--- config.mk ---
export PLATFORM = sky130hd
export DESIGN_NAME = fbio_regbank
export DESIGN_NICKNAME = d
export VERILOG_FILES = /design/src/rtl/fbio_pkg.sv /design/src/rtl/fbio_regbank.sv /design/src/rtl/fbio_ms_tick.sv
export SDC_FILE = /design/constraint.sdc
export NUM_CORES = 1
export LEC_CHECK = 0
export ABC_AREA = 1
export BUFFER_PORTS_ARGS = -buffer_cell sky130_fd_sc_hd__buf_2
export CAP_MARGIN = 0
export CORE_UTILIZATION = 62
export CTS_BUF_LIST = sky130_fd_sc_hd__clkbuf_8
export CTS_CLUSTER_DIAMETER = 100
export DETAILED_ROUTE_END_ITERATION = 6
export GPL_TIMING_DRIVEN = 1
export PLACE_DENSITY_LB_ADDON = 0.2
export RECOVER_POWER = 100
export SYNTH_ARGS = -nofsm -noshare
export SYNTH_HDL_FRONTEND = slang
export SYNTH_SLANG_ARGS = --single-unit
--- constraint.sdc ---
create_clock -name mclk_in -period 4.75 [get_ports mclk_in]
set_input_delay 0 -clock mclk_in [delete_from_list [all_inputs] [get_ports mclk_in]]
set_output_delay 0 -clock mclk_in [all_outputs]
set_load 0.005 [all_outputs]
--- src/rtl/fbio_pkg.sv ---
// Package: constants and carrier types for the fieldbus I/O register bank
package fbio_pkg;

    // ------------------------------------------------------------
    // Register numbers
    // ------------------------------------------------------------
    localparam logic [15:0] ADDR_CONN_MON = 16'h0500;
    localparam logic [15:0] ADDR_WDOG_TMO = 16'h07d0;
    localparam logic [15:0] ADDR_FAULT_SEL = 16'h07d2;
    localparam logic [15:0] ADDR_CAUSE = 16'h07d4;
    localparam logic [15:0] ADDR_COMMAND = 16'h07d6;
    localparam logic [15:0] ADDR_STATUS = 16'h1f3c;
    localparam logic [15:0] ADDR_DIAG_STAT = 16'h1f3d;
    localparam logic [15:0] ADDR_DIAG_PARAM = 16'h1f3e;
    localparam logic [15:0] ADDR_IN_WORD = 16'h1f40;
    localparam logic [15:0] ADDR_OUT_WORD = 16'h2328;

    // ------------------------------------------------------------
    // Function codes and exception codes
    // ------------------------------------------------------------
    localparam logic [7:0] FC_RD_COILS = 8'h01;
    localparam logic [7:0] FC_RD_DISCR = 8'h02;
    localparam logic [7:0] FC_RD_HOLD = 8'h03;
    localparam logic [7:0] FC_RD_INPUT = 8'h04;
    localparam logic [7:0] FC_WR_COIL = 8'h05;
    localparam logic [7:0] FC_WR_REG = 8'h06;
    localparam logic [7:0] FC_WR_COILS = 8'h0f;
    localparam logic [7:0] FC_WR_REGS = 8'h10;
    localparam logic [7:0] FC_RW_REGS = 8'h17;
    localparam logic [7:0] EXC_NONE = 8'h00;
    localparam logic [7:0] EXC_BAD_FC = 8'h01;
    localparam logic [7:0] EXC_BAD_ADDR = 8'h02;
    localparam logic [7:0] EXC_BAD_VALUE = 8'h03;

    // ------------------------------------------------------------
    // Field values, causes, commands, reset values
    // ------------------------------------------------------------
    localparam logic [15:0] TMO_OFF = 16'h0000;
    localparam logic [15:0] TMO_MIN_MS = 16'h00c8;
    localparam logic [15:0] TMO_MAX_MS = 16'hfde8;
    localparam logic [15:0] MODE_LOW = 16'h0000;
    localparam logic [15:0] MODE_HIGH = 16'h0001;
    localparam logic [15:0] MODE_HOLD = 16'h0002;
    localparam logic [15:0] CAUSE_NONE = 16'h0000;
    localparam logic [15:0] CAUSE_XFER_IF = 16'h0007;
    localparam logic [15:0] CAUSE_HOST = 16'h0008;
    localparam logic [15:0] CAUSE_USER = 16'h0009;
    localparam logic [15:0] CAUSE_ABORT = 16'h000a;
    localparam logic [15:0] CAUSE_INIT = 16'h000b;
    localparam logic [15:0] CAUSE_WDOG = 16'h000c;
    localparam logic [15:0] CAUSE_CONN_TMO = 16'h000d;
    localparam logic [15:0] CMD_SET_FAIL = 16'h0010;
    localparam logic [15:0] CMD_ACK_FAIL = 16'h0020;
    localparam logic [15:0] CMD_CLR_WARN = 16'h0080;
    localparam int unsigned STAT_ERR_BIT = 0;
    localparam int unsigned STAT_FAIL_BIT = 1;
    localparam int unsigned NUM_CONN = 8;
    localparam int unsigned NUM_DOUT = 4;
    localparam logic [15:0] WORD_RST = 16'h0000;

    // ------------------------------------------------------------
    // Timebase
    // ------------------------------------------------------------
    localparam int unsigned CLK_PERIOD_NS = 10;
    localparam int unsigned MS_IN_NS = 1000000;
    localparam int unsigned MS_CYCLES_DFLT = MS_IN_NS / CLK_PERIOD_NS;

    // ------------------------------------------------------------
    // Carriers
    // ------------------------------------------------------------
    typedef struct packed {
        logic valid;
        logic [2:0] conn;
        logic [7:0] fc;
        logic [15:0] addr;
        logic [3:0] bit_idx;
        logic [15:0] wdata;
    } fbio_req_t;

    typedef struct packed {
        logic valid;
        logic [2:0] conn;
        logic [7:0] exc;
        logic [15:0] rdata;
    } fbio_rsp_t;

    typedef struct packed {
        logic xfer_if_tmo;
        logic host_tmo;
        logic conn_abort;
        logic init_err;
    } fbio_evt_t;

endpackage

--- src/rtl/fbio_regbank.sv ---
// Register bank and fault response of the fieldbus digital I/O station
// ------------------------------------------------------------
// What this block does
// - On communication failure all outputs take the configured substitute behaviour.
// - Up to eight client connections served, each addressing any register.
// - Conformity classes 0 and 1 fully, class 2 partly.
// - Only function codes 1,2,3,4,5,6,15,16,23 accepted; others get exception.
// - Output word readable and writable by bit or word; input word read-only.
// - Writes to read-only registers change nothing and answer exception 02.
// - Connection timeout in ms; zero disables; only zero or 200..65000 allowed.
// - New connection timeout applies after a function completes on that connection.
// - Watchdog timeout in ms; zero keeps it from arming but cannot stop an armed one; only zero or 200..65000 allowed.
// - Fault response mode register is readable and writable by word codes.
// - Mode 0 drives outputs low, 1 high, 2 holds last values.
// - Cause of latest fault kept in a read-only register.
// - Cause codes 7 to 13 name the fault source; 1 to 6 reserved.
// - Command register write-only; more than one set bit reports an error.
// - Command bit 4 forces network failure; bit 5 acknowledges and clears it.
// - Command bit 7 clears detected I/O warnings; other bits reserved.
// - Watchdog starts on first output write, restarts on writes, never on reads.
// - Watchdog expiry applies substitute values and sets status bit 1.
// - In automatic mode the next output write clears network failure.
// - Status bit 1 reads one exactly while network failure is active.
// ------------------------------------------------------------
`timescale 1ns/1ns
module fbio_regbank
    import fbio_pkg::*;
#(
    parameter int unsigned MS_CYCLES = MS_CYCLES_DFLT
)
(
    input wire logic mclk_in,
    input wire logic rstn_in,
    input wire fbio_req_t req_in,
    output fbio_rsp_t rsp_out,
    input wire logic [7:0] din_in,
    input wire fbio_evt_t evt_in,
    input wire logic [NUM_CONN-1:0] conn_close_in,
    input wire logic auto_ack_in,
    input wire logic [15:0] diag_status_in,
    input wire logic [15:0] diag_param_in,
    output logic [NUM_DOUT-1:0] dout_out,
    output logic net_fail_out,
    output logic io_warn_out
);

    // ------------------------------------------------------------
    // Function code classes
    // ------------------------------------------------------------
    function automatic logic fc_is_write(input logic [7:0] fc);
        return (fc == FC_WR_COIL) || (fc == FC_WR_REG) || (fc == FC_WR_COILS) ||
               (fc == FC_WR_REGS) || (fc == FC_RW_REGS);
    endfunction

    function automatic logic fc_is_read(input logic [7:0] fc);
        return (fc == FC_RD_COILS) || (fc == FC_RD_DISCR) || (fc == FC_RD_HOLD) ||
               (fc == FC_RD_INPUT) || (fc == FC_RW_REGS);
    endfunction

    function automatic logic fc_is_bit(input logic [7:0] fc);
        return (fc == FC_RD_COILS) || (fc == FC_RD_DISCR) || (fc == FC_WR_COIL) ||
               (fc == FC_WR_COILS);
    endfunction

    function automatic logic tmo_ok(input logic [15:0] v);
        return (v == TMO_OFF) || ((v >= TMO_MIN_MS) && (v <= TMO_MAX_MS));
    endfunction

    // ------------------------------------------------------------
    // Storage
    // ------------------------------------------------------------
    logic [15:0] conn_mon_ff;
    logic [15:0] wdog_tmo_ff;
    logic [15:0] fault_sel_ff;
    logic [15:0] cause_ff;
    logic [15:0] out_word_ff;
    logic net_fail_ff;
    logic io_warn_ff;
    logic wd_armed_ff;
    logic [15:0] wd_cnt_ff;
    logic [15:0] wd_lim_ff;
    logic [NUM_CONN-1:0] cm_act_ff;
    logic [15:0] cm_cnt_ff [NUM_CONN];
    logic [15:0] cm_lim_ff [NUM_CONN];
    logic ms_tick;

    fbio_ms_tick #(.CYCLES(MS_CYCLES)) u_tick
    (
        .mclk_in(mclk_in),
        .rstn_in(rstn_in),
        .tick_out(ms_tick)
    );

    // ------------------------------------------------------------
    // Request decode
    // ------------------------------------------------------------
    logic fc_known;
    logic is_wr;
    logic is_rd;
    logic is_bit;
    logic map_ok;
    logic val_ok;
    logic [7:0] exc;
    logic acc_ok;
    logic [15:0] wr_val;
    logic [15:0] rd_word;

    assign is_wr = fc_is_write(req_in.fc);
    assign is_rd = fc_is_read(req_in.fc);
    assign is_bit = fc_is_bit(req_in.fc);
    assign fc_known = is_wr || is_rd;

    always_comb
    begin
        map_ok = 1'b0;
        val_ok = 1'b1;
        rd_word = WORD_RST;
        case (req_in.addr)
            ADDR_CONN_MON:
            begin
                map_ok = !is_bit;
                val_ok = tmo_ok(req_in.wdata) || !is_wr;
                rd_word = conn_mon_ff;
            end
            ADDR_WDOG_TMO:
            begin
                map_ok = !is_bit;
                val_ok = tmo_ok(req_in.wdata) || !is_wr;
                rd_word = wdog_tmo_ff;
            end
            ADDR_FAULT_SEL:
            begin
                map_ok = !is_bit;
                val_ok = (req_in.wdata <= MODE_HOLD) || !is_wr;
                rd_word = fault_sel_ff;
            end
            ADDR_CAUSE:
            begin
                map_ok = !is_bit && !is_wr;
                rd_word = cause_ff;
            end
            ADDR_COMMAND:
            begin
                // Write-only: plain reads refused, FC23 reads back zero
                map_ok = !is_bit && is_wr;
                val_ok = ($countones(req_in.wdata) == 1);
            end
            ADDR_STATUS:
            begin
                map_ok = !is_bit && !is_wr;
                rd_word[STAT_ERR_BIT] = io_warn_ff || (diag_status_in != WORD_RST);
                rd_word[STAT_FAIL_BIT] = net_fail_ff;
            end
            ADDR_DIAG_STAT:
            begin
                map_ok = !is_bit && !is_wr;
                rd_word = diag_status_in;
            end
            ADDR_DIAG_PARAM:
            begin
                map_ok = !is_bit && !is_wr;
                rd_word = diag_param_in;
            end
            ADDR_IN_WORD:
            begin
                map_ok = !is_wr;
                rd_word = {8'h00, din_in};
            end
            ADDR_OUT_WORD:
            begin
                map_ok = 1'b1;
                rd_word = out_word_ff;
            end
            default:
            begin
                map_ok = 1'b0;
            end
        endcase
        if (!fc_known)
            exc = EXC_BAD_FC;
        else if (!map_ok)
            exc = EXC_BAD_ADDR;
        else if (!val_ok)
            exc = EXC_BAD_VALUE;
        else
            exc = EXC_NONE;
    end

    assign acc_ok = req_in.valid && (exc == EXC_NONE);

    // Bit writes merge one coil into the stored word
    always_comb
    begin
        wr_val = req_in.wdata;
        if (is_bit)
        begin
            wr_val = out_word_ff;
            wr_val[req_in.bit_idx] = req_in.wdata[0];
        end
    end

    logic wr_conn_mon;
    logic wr_wdog;
    logic wr_sel;
    logic wr_cmd;
    logic wr_out;

    assign wr_conn_mon = acc_ok && is_wr && (req_in.addr == ADDR_CONN_MON);
    assign wr_wdog = acc_ok && is_wr && (req_in.addr == ADDR_WDOG_TMO);
    assign wr_sel = acc_ok && is_wr && (req_in.addr == ADDR_FAULT_SEL);
    assign wr_cmd = acc_ok && is_wr && (req_in.addr == ADDR_COMMAND);
    assign wr_out = acc_ok && is_wr && (req_in.addr == ADDR_OUT_WORD);

    // ------------------------------------------------------------
    // Response, one cycle after the request; all connections share it
    // ------------------------------------------------------------
    always_ff @(posedge mclk_in or negedge rstn_in)
    begin
        if (!rstn_in)
        begin
            rsp_out <= '0;
        end
        else
        begin
            rsp_out.valid <= req_in.valid;
            rsp_out.conn <= req_in.conn;
            rsp_out.exc <= exc;
            if (exc != EXC_NONE || !is_rd)
                rsp_out.rdata <= WORD_RST;
            else if (is_bit)
                rsp_out.rdata <= {15'h0000, rd_word[req_in.bit_idx]};
            else
                rsp_out.rdata <= rd_word;
        end
    end

    // ------------------------------------------------------------
    // Configuration registers
    // ------------------------------------------------------------
    always_ff @(posedge mclk_in or negedge rstn_in)
    begin
        if (!rstn_in)
        begin
            conn_mon_ff <= TMO_OFF;
            wdog_tmo_ff <= TMO_OFF;
            fault_sel_ff <= MODE_LOW;
            out_word_ff <= WORD_RST;
        end
        else
        begin
            if (wr_conn_mon)
                conn_mon_ff <= req_in.wdata;
            if (wr_wdog)
                wdog_tmo_ff <= req_in.wdata;
            if (wr_sel)
                fault_sel_ff <= req_in.wdata;
            // Output data keeps updating during a failure; it is shown after ack
            if (wr_out)
                out_word_ff <= wr_val;
        end
    end

    // ------------------------------------------------------------
    // Process-data watchdog
    // ------------------------------------------------------------
    logic wd_expire;
    logic fail_clr;
    assign wd_expire = wd_armed_ff && !net_fail_ff && ms_tick &&
                       ((wd_cnt_ff + 16'h0001) >= wd_lim_ff);

    // Once armed it cannot be stopped; a zero write leaves the live limit
    always_ff @(posedge mclk_in or negedge rstn_in)
    begin
        if (!rstn_in)
        begin
            wd_armed_ff <= 1'b0;
            wd_cnt_ff <= 16'h0000;
            wd_lim_ff <= TMO_OFF;
        end
        else if (wr_out && wdog_tmo_ff != TMO_OFF)
        begin
            wd_armed_ff <= 1'b1;
            wd_cnt_ff <= 16'h0000;
            wd_lim_ff <= wdog_tmo_ff;
        end
        else if (wr_out || fail_clr)
        begin
            wd_cnt_ff <= 16'h0000;
        end
        else if (wd_expire)
        begin
            wd_cnt_ff <= 16'h0000;
        end
        else if (wd_armed_ff && !net_fail_ff && ms_tick)
        begin
            wd_cnt_ff <= wd_cnt_ff + 16'h0001;
        end
    end

    // ------------------------------------------------------------
    // Connection monitoring
    // ------------------------------------------------------------
    logic [NUM_CONN-1:0] cm_expire;
    always_comb
    begin
        for (int i = 0; i < NUM_CONN; i++)
            cm_expire[i] = cm_act_ff[i] && ms_tick &&
                           ((cm_cnt_ff[i] + 16'h0001) >= cm_lim_ff[i]);
    end

    always_ff @(posedge mclk_in or negedge rstn_in)
    begin
        if (!rstn_in)
        begin
            cm_act_ff <= '0;
            for (int i = 0; i < NUM_CONN; i++)
            begin
                cm_cnt_ff[i] <= 16'h0000;
                cm_lim_ff[i] <= TMO_OFF;
            end
        end
        else
        begin
            for (int i = 0; i < NUM_CONN; i++)
            begin
                if (req_in.valid && req_in.conn == 3'(i))
                begin
                    // Limit in force is taken only when a function completes
                    cm_act_ff[i] <= (conn_mon_ff != TMO_OFF);
                    cm_lim_ff[i] <= conn_mon_ff;
                    cm_cnt_ff[i] <= 16'h0000;
                end
                else if (conn_close_in[i] || cm_expire[i])
                begin
                    cm_act_ff[i] <= 1'b0;
                    cm_cnt_ff[i] <= 16'h0000;
                end
                else if (cm_act_ff[i] && ms_tick)
                begin
                    cm_cnt_ff[i] <= cm_cnt_ff[i] + 16'h0001;
                end
            end
        end
    end

    // ------------------------------------------------------------
    // Network failure state and cause
    // ------------------------------------------------------------
    logic cmd_set;
    logic cmd_ack;
    logic cmd_clr_warn;
    logic fail_set;
    logic [15:0] nxt_cause;

    assign cmd_set = wr_cmd && (req_in.wdata == CMD_SET_FAIL);
    assign cmd_ack = wr_cmd && (req_in.wdata == CMD_ACK_FAIL);
    assign cmd_clr_warn = wr_cmd && (req_in.wdata == CMD_CLR_WARN);
    assign fail_clr = net_fail_ff && (cmd_ack || (auto_ack_in && wr_out));

    always_comb
    begin
        fail_set = 1'b1;
        nxt_cause = cause_ff;
        if (wd_expire)
            nxt_cause = CAUSE_WDOG;
        else if (|cm_expire)
            nxt_cause = CAUSE_CONN_TMO;
        else if (cmd_set)
            nxt_cause = CAUSE_USER;
        else if (evt_in.xfer_if_tmo)
            nxt_cause = CAUSE_XFER_IF;
        else if (evt_in.host_tmo)
            nxt_cause = CAUSE_HOST;
        else if (evt_in.conn_abort)
            nxt_cause = CAUSE_ABORT;
        else if (evt_in.init_err)
            nxt_cause = CAUSE_INIT;
        else
            fail_set = 1'b0;
    end

    // A new fault in the acknowledge cycle wins over the clear
    always_ff @(posedge mclk_in or negedge rstn_in)
    begin
        if (!rstn_in)
        begin
            net_fail_ff <= 1'b0;
            cause_ff <= CAUSE_NONE;
        end
        else if (fail_set)
        begin
            net_fail_ff <= 1'b1;
            cause_ff <= nxt_cause;
        end
        else if (fail_clr)
        begin
            net_fail_ff <= 1'b0;
        end
    end

    always_ff @(posedge mclk_in or negedge rstn_in)
    begin
        if (!rstn_in)
            io_warn_ff <= 1'b0;
        else if (diag_status_in != WORD_RST)
            io_warn_ff <= 1'b1;
        else if (cmd_clr_warn)
            io_warn_ff <= 1'b0;
    end

    // ------------------------------------------------------------
    // Output drive
    // ------------------------------------------------------------
    always_ff @(posedge mclk_in or negedge rstn_in)
    begin
        if (!rstn_in)
        begin
            dout_out <= '0;
            net_fail_out <= 1'b0;
            io_warn_out <= 1'b0;
        end
        else
        begin
            net_fail_out <= net_fail_ff;
            io_warn_out <= io_warn_ff;
            if (!net_fail_ff)
                dout_out <= out_word_ff[NUM_DOUT-1:0];
            else if (fault_sel_ff == MODE_HIGH)
                dout_out <= '1;
            else if (fault_sel_ff == MODE_LOW)
                dout_out <= '0;
        end
    end
endmodule

--- src/rtl/fbio_ms_tick.sv ---
// Millisecond timebase: one-cycle tick every CYCLES clocks
`timescale 1ns/1ns
module fbio_ms_tick
    import fbio_pkg::*;
#(
    parameter int unsigned CYCLES = MS_CYCLES_DFLT
)
(
    input wire logic mclk_in,
    input wire logic rstn_in,
    output logic tick_out
);

    logic [31:0] cnt_ff;

    always_ff @(posedge mclk_in or negedge rstn_in)
    begin
        if (!rstn_in)
        begin
            cnt_ff <= 32'h0;
            tick_out <= 1'b0;
        end
        else if (cnt_ff == 32'(CYCLES - 1))
        begin
            cnt_ff <= 32'h0;
            tick_out <= 1'b1;
        end
        else
        begin
            cnt_ff <= cnt_ff + 32'h1;
            tick_out <= 1'b0;
        end
    end

endmodule

==> metrics list <==
- Slew at the pin closest to its max-slew limit: 2670 ps
* Power per standard cell area: 272 nW/µm²
- Post-Syn Area per Cell: 7.85 µm²
* Root cell of the clock tree: clkbuf_8
* Die Area: 41,600 µm²
- The tool flagged a number of max-cap violations equal to 5.
* Startpoint of the most critical hold path: req_in[36]
- Reg2reg start: cm_cnt_ff[0]
* Count of pins over their slew limit: 373
- Timing-limited maximum frequency: 216 MHz
* Endpoint of the worst hold path: rsp_out[0]
* Post-synth top flop: dfrtp_1
- After technology mapping, the gate count stands at 3,221.
- Site row count: 73
- Number of port buffers: 130
- The design draws 7820 µW.
- The worst hold path was traced through 5 stages.
* Layout Cell Area excl Fill: 28,800 µm²
* CTS clk-pin slew, worst paths: 70 ps
* Iteration count of the initial detailed-routing pass: 6
* Routed WL: 71,400 µm
* Most frequent cells in the layout: nand2_1, inv_1, dfrtp_1
- HPWL after DPL: 50,400 µm
- Class of the worst hold path: in2reg
* Synth Cell Area: 25,300 µm²
* Number of nets with antenna violations after routing: 0
- Global route total overflow: 0
* I/O Pins: 137
* Critical-path cell with the highest stage delay: dlygate4sd3_1
- Final Net Count: 3,735
- Setup violations remaining at the end of the flow were counted as 0.
- From left edge to right edge, the die measures 204 µm.
- Worst slack at placement: 3.83 ps
* Async set-or-reset flop fraction in the synthesized netlist: 100%
- Arrival @ worst endpoint: 5140 ps
- At the worst endpoint, the required time is 5260 ps.
- RSZ-0062 raised after global routing: no
- Post-synth EDFFs: 0
- Antenna violations before repair: 3
- First-pass GRT wire length: 115,000 µm
* Total core area: 40,000 µm²
* Share of the clock period used by the worst path: 97.4%
- Of the synthesized area, sequential elements account for 42.4%.
- Worst reg-to-reg path cell count: 25
- The worst path in the final design needs a cycle of 4630 ps, including I/O delays and setup.
- Clock insertion delay at the later pin of the skew report: 630 ps
- Worst Setup Slack, final: 122 ps
* Most common library cell in the layout ignoring fill and taps: nand2_1
- Clock H-tree levels: 3
- Violations in the final reports: max-capacitance violations, max-slew violations
- Slowest cell delay on critical path: 550 ps
* Reg-to-reg critical path endpoint: cause_ff[2]
- CTS Buffer Depth: 3
* Seq cells post-synth: 428
* Share of the core filled with cells in the final layout: 72.0%
- Fill cells in the final layout number 3,215.
* Worst vdd rail ir drop: 0.181 mV
- The analysis attributes to cell leakage a power of 0.0140 µW.
* Detailed-route wire length per cell: 17.7 µm
* Final routed DRC violation total: 0
* Chip Height: 204 µm
* Setup clock skew after layout: 21.7 ps
- Drt first-iter violations: 2,254
* Maximum number of pins on one net before global-route repair: 121
* Worst R2R Setup Slack: 400 ps
- Along the worst path, the maximum fanout reaches 7.
- After detailed routing, the number of vias per cell comes to 5.67.
- Run status: finished with violations
* Area Overhead vs Synth: 13.9%
- Setup TNS after final layout: 0 ps
* Cells traversed along the worst timing path: dlygate4sd3_1 > buf_2 > inv_1 > fa_1 > inv_1 > fa_1 > inv_1 > fa_1 > inv_1 > ha_1 > fa_1 > nor4_1 > and3_2 > nor2_1 > nand2_1 > nand2_2 > nor2_1 > buf_4 > nand3_1 > nand3_1 > dlygate4sd3_1 > nand2_1
- Effective utilization at floorplan: 63.2%
* Worst setup path class: in2reg
- The final route contains 22,900 vias.
- The number of endpoints with negative hold slack in the final report came to 0.
- For this design, the sink count on the clock tree is 428.
- Measured against its own limit, the worst slew margin works out to -78.0%.
- Number of post-CTS setup repair buffers: 0
- Global routing consumed, over all layers together, 35.0% of the routing resources.
- Worst Setup End Kind: flip-flop
* Via count of the first global-routing pass: 22,400
- Weighted congestion reported at the end of routability-driven placement: 0.970
- Number of buffers added by the clock tree synthesis step: 76
* Yosys warning total: 0
- TritonCTS built the clock tree.
- Once placement finished, the instance area stood at 26,600 µm².
- Fraction of layout instances using a drive strength above 1: 7.97%
- STA classifies the critical path startpoint as an input pin.
* Library cells used by synthesis: 51
## cells in the mapped netlist (7+ instances only)
cell type | count | share of area [%]
a211oi_1 | 50 | 1.5
a21oi_1 | 163 | 3.2
a31oi_1 | 8 | 0.20
clkbuf_1 | 74 | 1.1
dfrtp_1 | 428 | 42
fa_1 | 10 | 0.79
ha_1 | 160 | 7.9
inv_1 | 542 | 8.1
nand2_1 | 663 | 9.8
nand3_1 | 138 | 2.7
nand3b_1 | 9 | 0.27
nand4_1 | 86 | 2.1
nor2_1 | 253 | 3.8
nor3_1 | 61 | 1.2
nor3b_1 | 7 | 0.21
nor4_1 | 24 | 0.59
o21a_1 | 7 | 0.21
o21ai_0 | 258 | 5.1
o21ai_1 | 28 | 0.55
o22ai_1 | 33 | 0.82
xnor2_1 | 18 | 0.62
xor2_1 | 135 | 4.7
## critical path: cells and delay by family
kind / cells / cell delay, ps
AND/OR/NAND/NOR: 9 / 1270
adder cells (fa/ha/maj): 5 / 2140
buffers and inverters: 8 / 1730
## report_power, final
group	internal [µW]	switching, µW	total, µW
logic	200	393	593
clock network	1960	1570	3530
registers	3680	18.5	3700
total	5840	1980	7820
## layout make-up
| type | instances | area (µm²) | share of cell area [%] |
|---|---|---|---|
| Antenna cell | 2 | 5.00 | 0.0174 |
| Clock buffer | 102 | 1400 | 4.88 |
| Clock inverter | 28 | 146 | 0.509 |
| Inverter | 550 | 2070 | 7.19 |
| Multi-Input combinational cell | 2156 | 12100 | 42.0 |
| Sequential cell | 428 | 10700 | 37.2 |
| Tap cell | 525 | 657 | 2.28 |
| Timing Repair Buffer | 250 | 1710 | 5.95 |
## cells by family (layout without fill, tap and decap cells)
kind of cell / Yosys count / count (layout) / share of synthesized area (%)
other cells: 1 / 8 / 0.0148
xor+xnor: 153 / 153 / 5.30
flops: 428 / 428 / 42.4
fa+ha+maj: 170 / 170 / 8.71
buf+inv: 642 / 930 / 9.81
compound gates: 564 / 564 / 12.2
simple gates: 1263 / 1263 / 21.6
## repair_timing
item	in CTS	in global routing
gates resized for setup	0	4
hold buffers	81	0
setup endpoints to repair	0	7
endpoints found under the hold margin	169	0
## state kept, by name, summed over array words and instances, names as in the netlist
name and flops:
cm_cnt_ff 128, cm_lim_ff 128, u_tick.cnt_ff 32, rsp_out 22, conn_mon_ff 16, fault_sel_ff 16, out_word_ff 16, wd_cnt_ff 16
wd_lim_ff 16, wdog_tmo_ff 16, cm_act_ff 8, cause_ff 4, dout_out 4, io_warn_ff 1, io_warn_out 1, net_fail_ff 1
net_fail_out 1, u_tick.tick_out 1, wd_armed_ff 1
## routing by layer
metal  track usage (%)  up-vias  routed length (µm)
met1              46.1    10800               29700
met3              6.41      203                5590
met5                 0        -                   0
met2              56.9      942               33000
li1                  -    10900                   -
met4              14.4        0                3020
## metrics by stage
step | instances | hold WS (ps)
finish | 4041 | 60.3
global route | 4040 | 103
CTS | 4039 | 7.09
detailed placement | 3828 | 52.3
global placement | 3828 | 51.0
floorplan | 3226 | -296
## worst max-delay path by stage
stage	start	end	slack, ps	depth (start not counted)
2_1_floorplan	req_in[9]	wd_lim_ff[13]	560	22
3_3_place_gp	req_in[5]	wd_lim_ff[13]	150	23
3_5_place_dp	req_in[11]	cause_ff[2]	4	23
4_1_cts	cm_cnt_ff[48]	cause_ff[2]	250	21
5_1_grt	req_in[12]	net_fail_ff	30	22
6_report	req_in[12]	net_fail_ff	120	22
(Power assumes the default switching activity.)
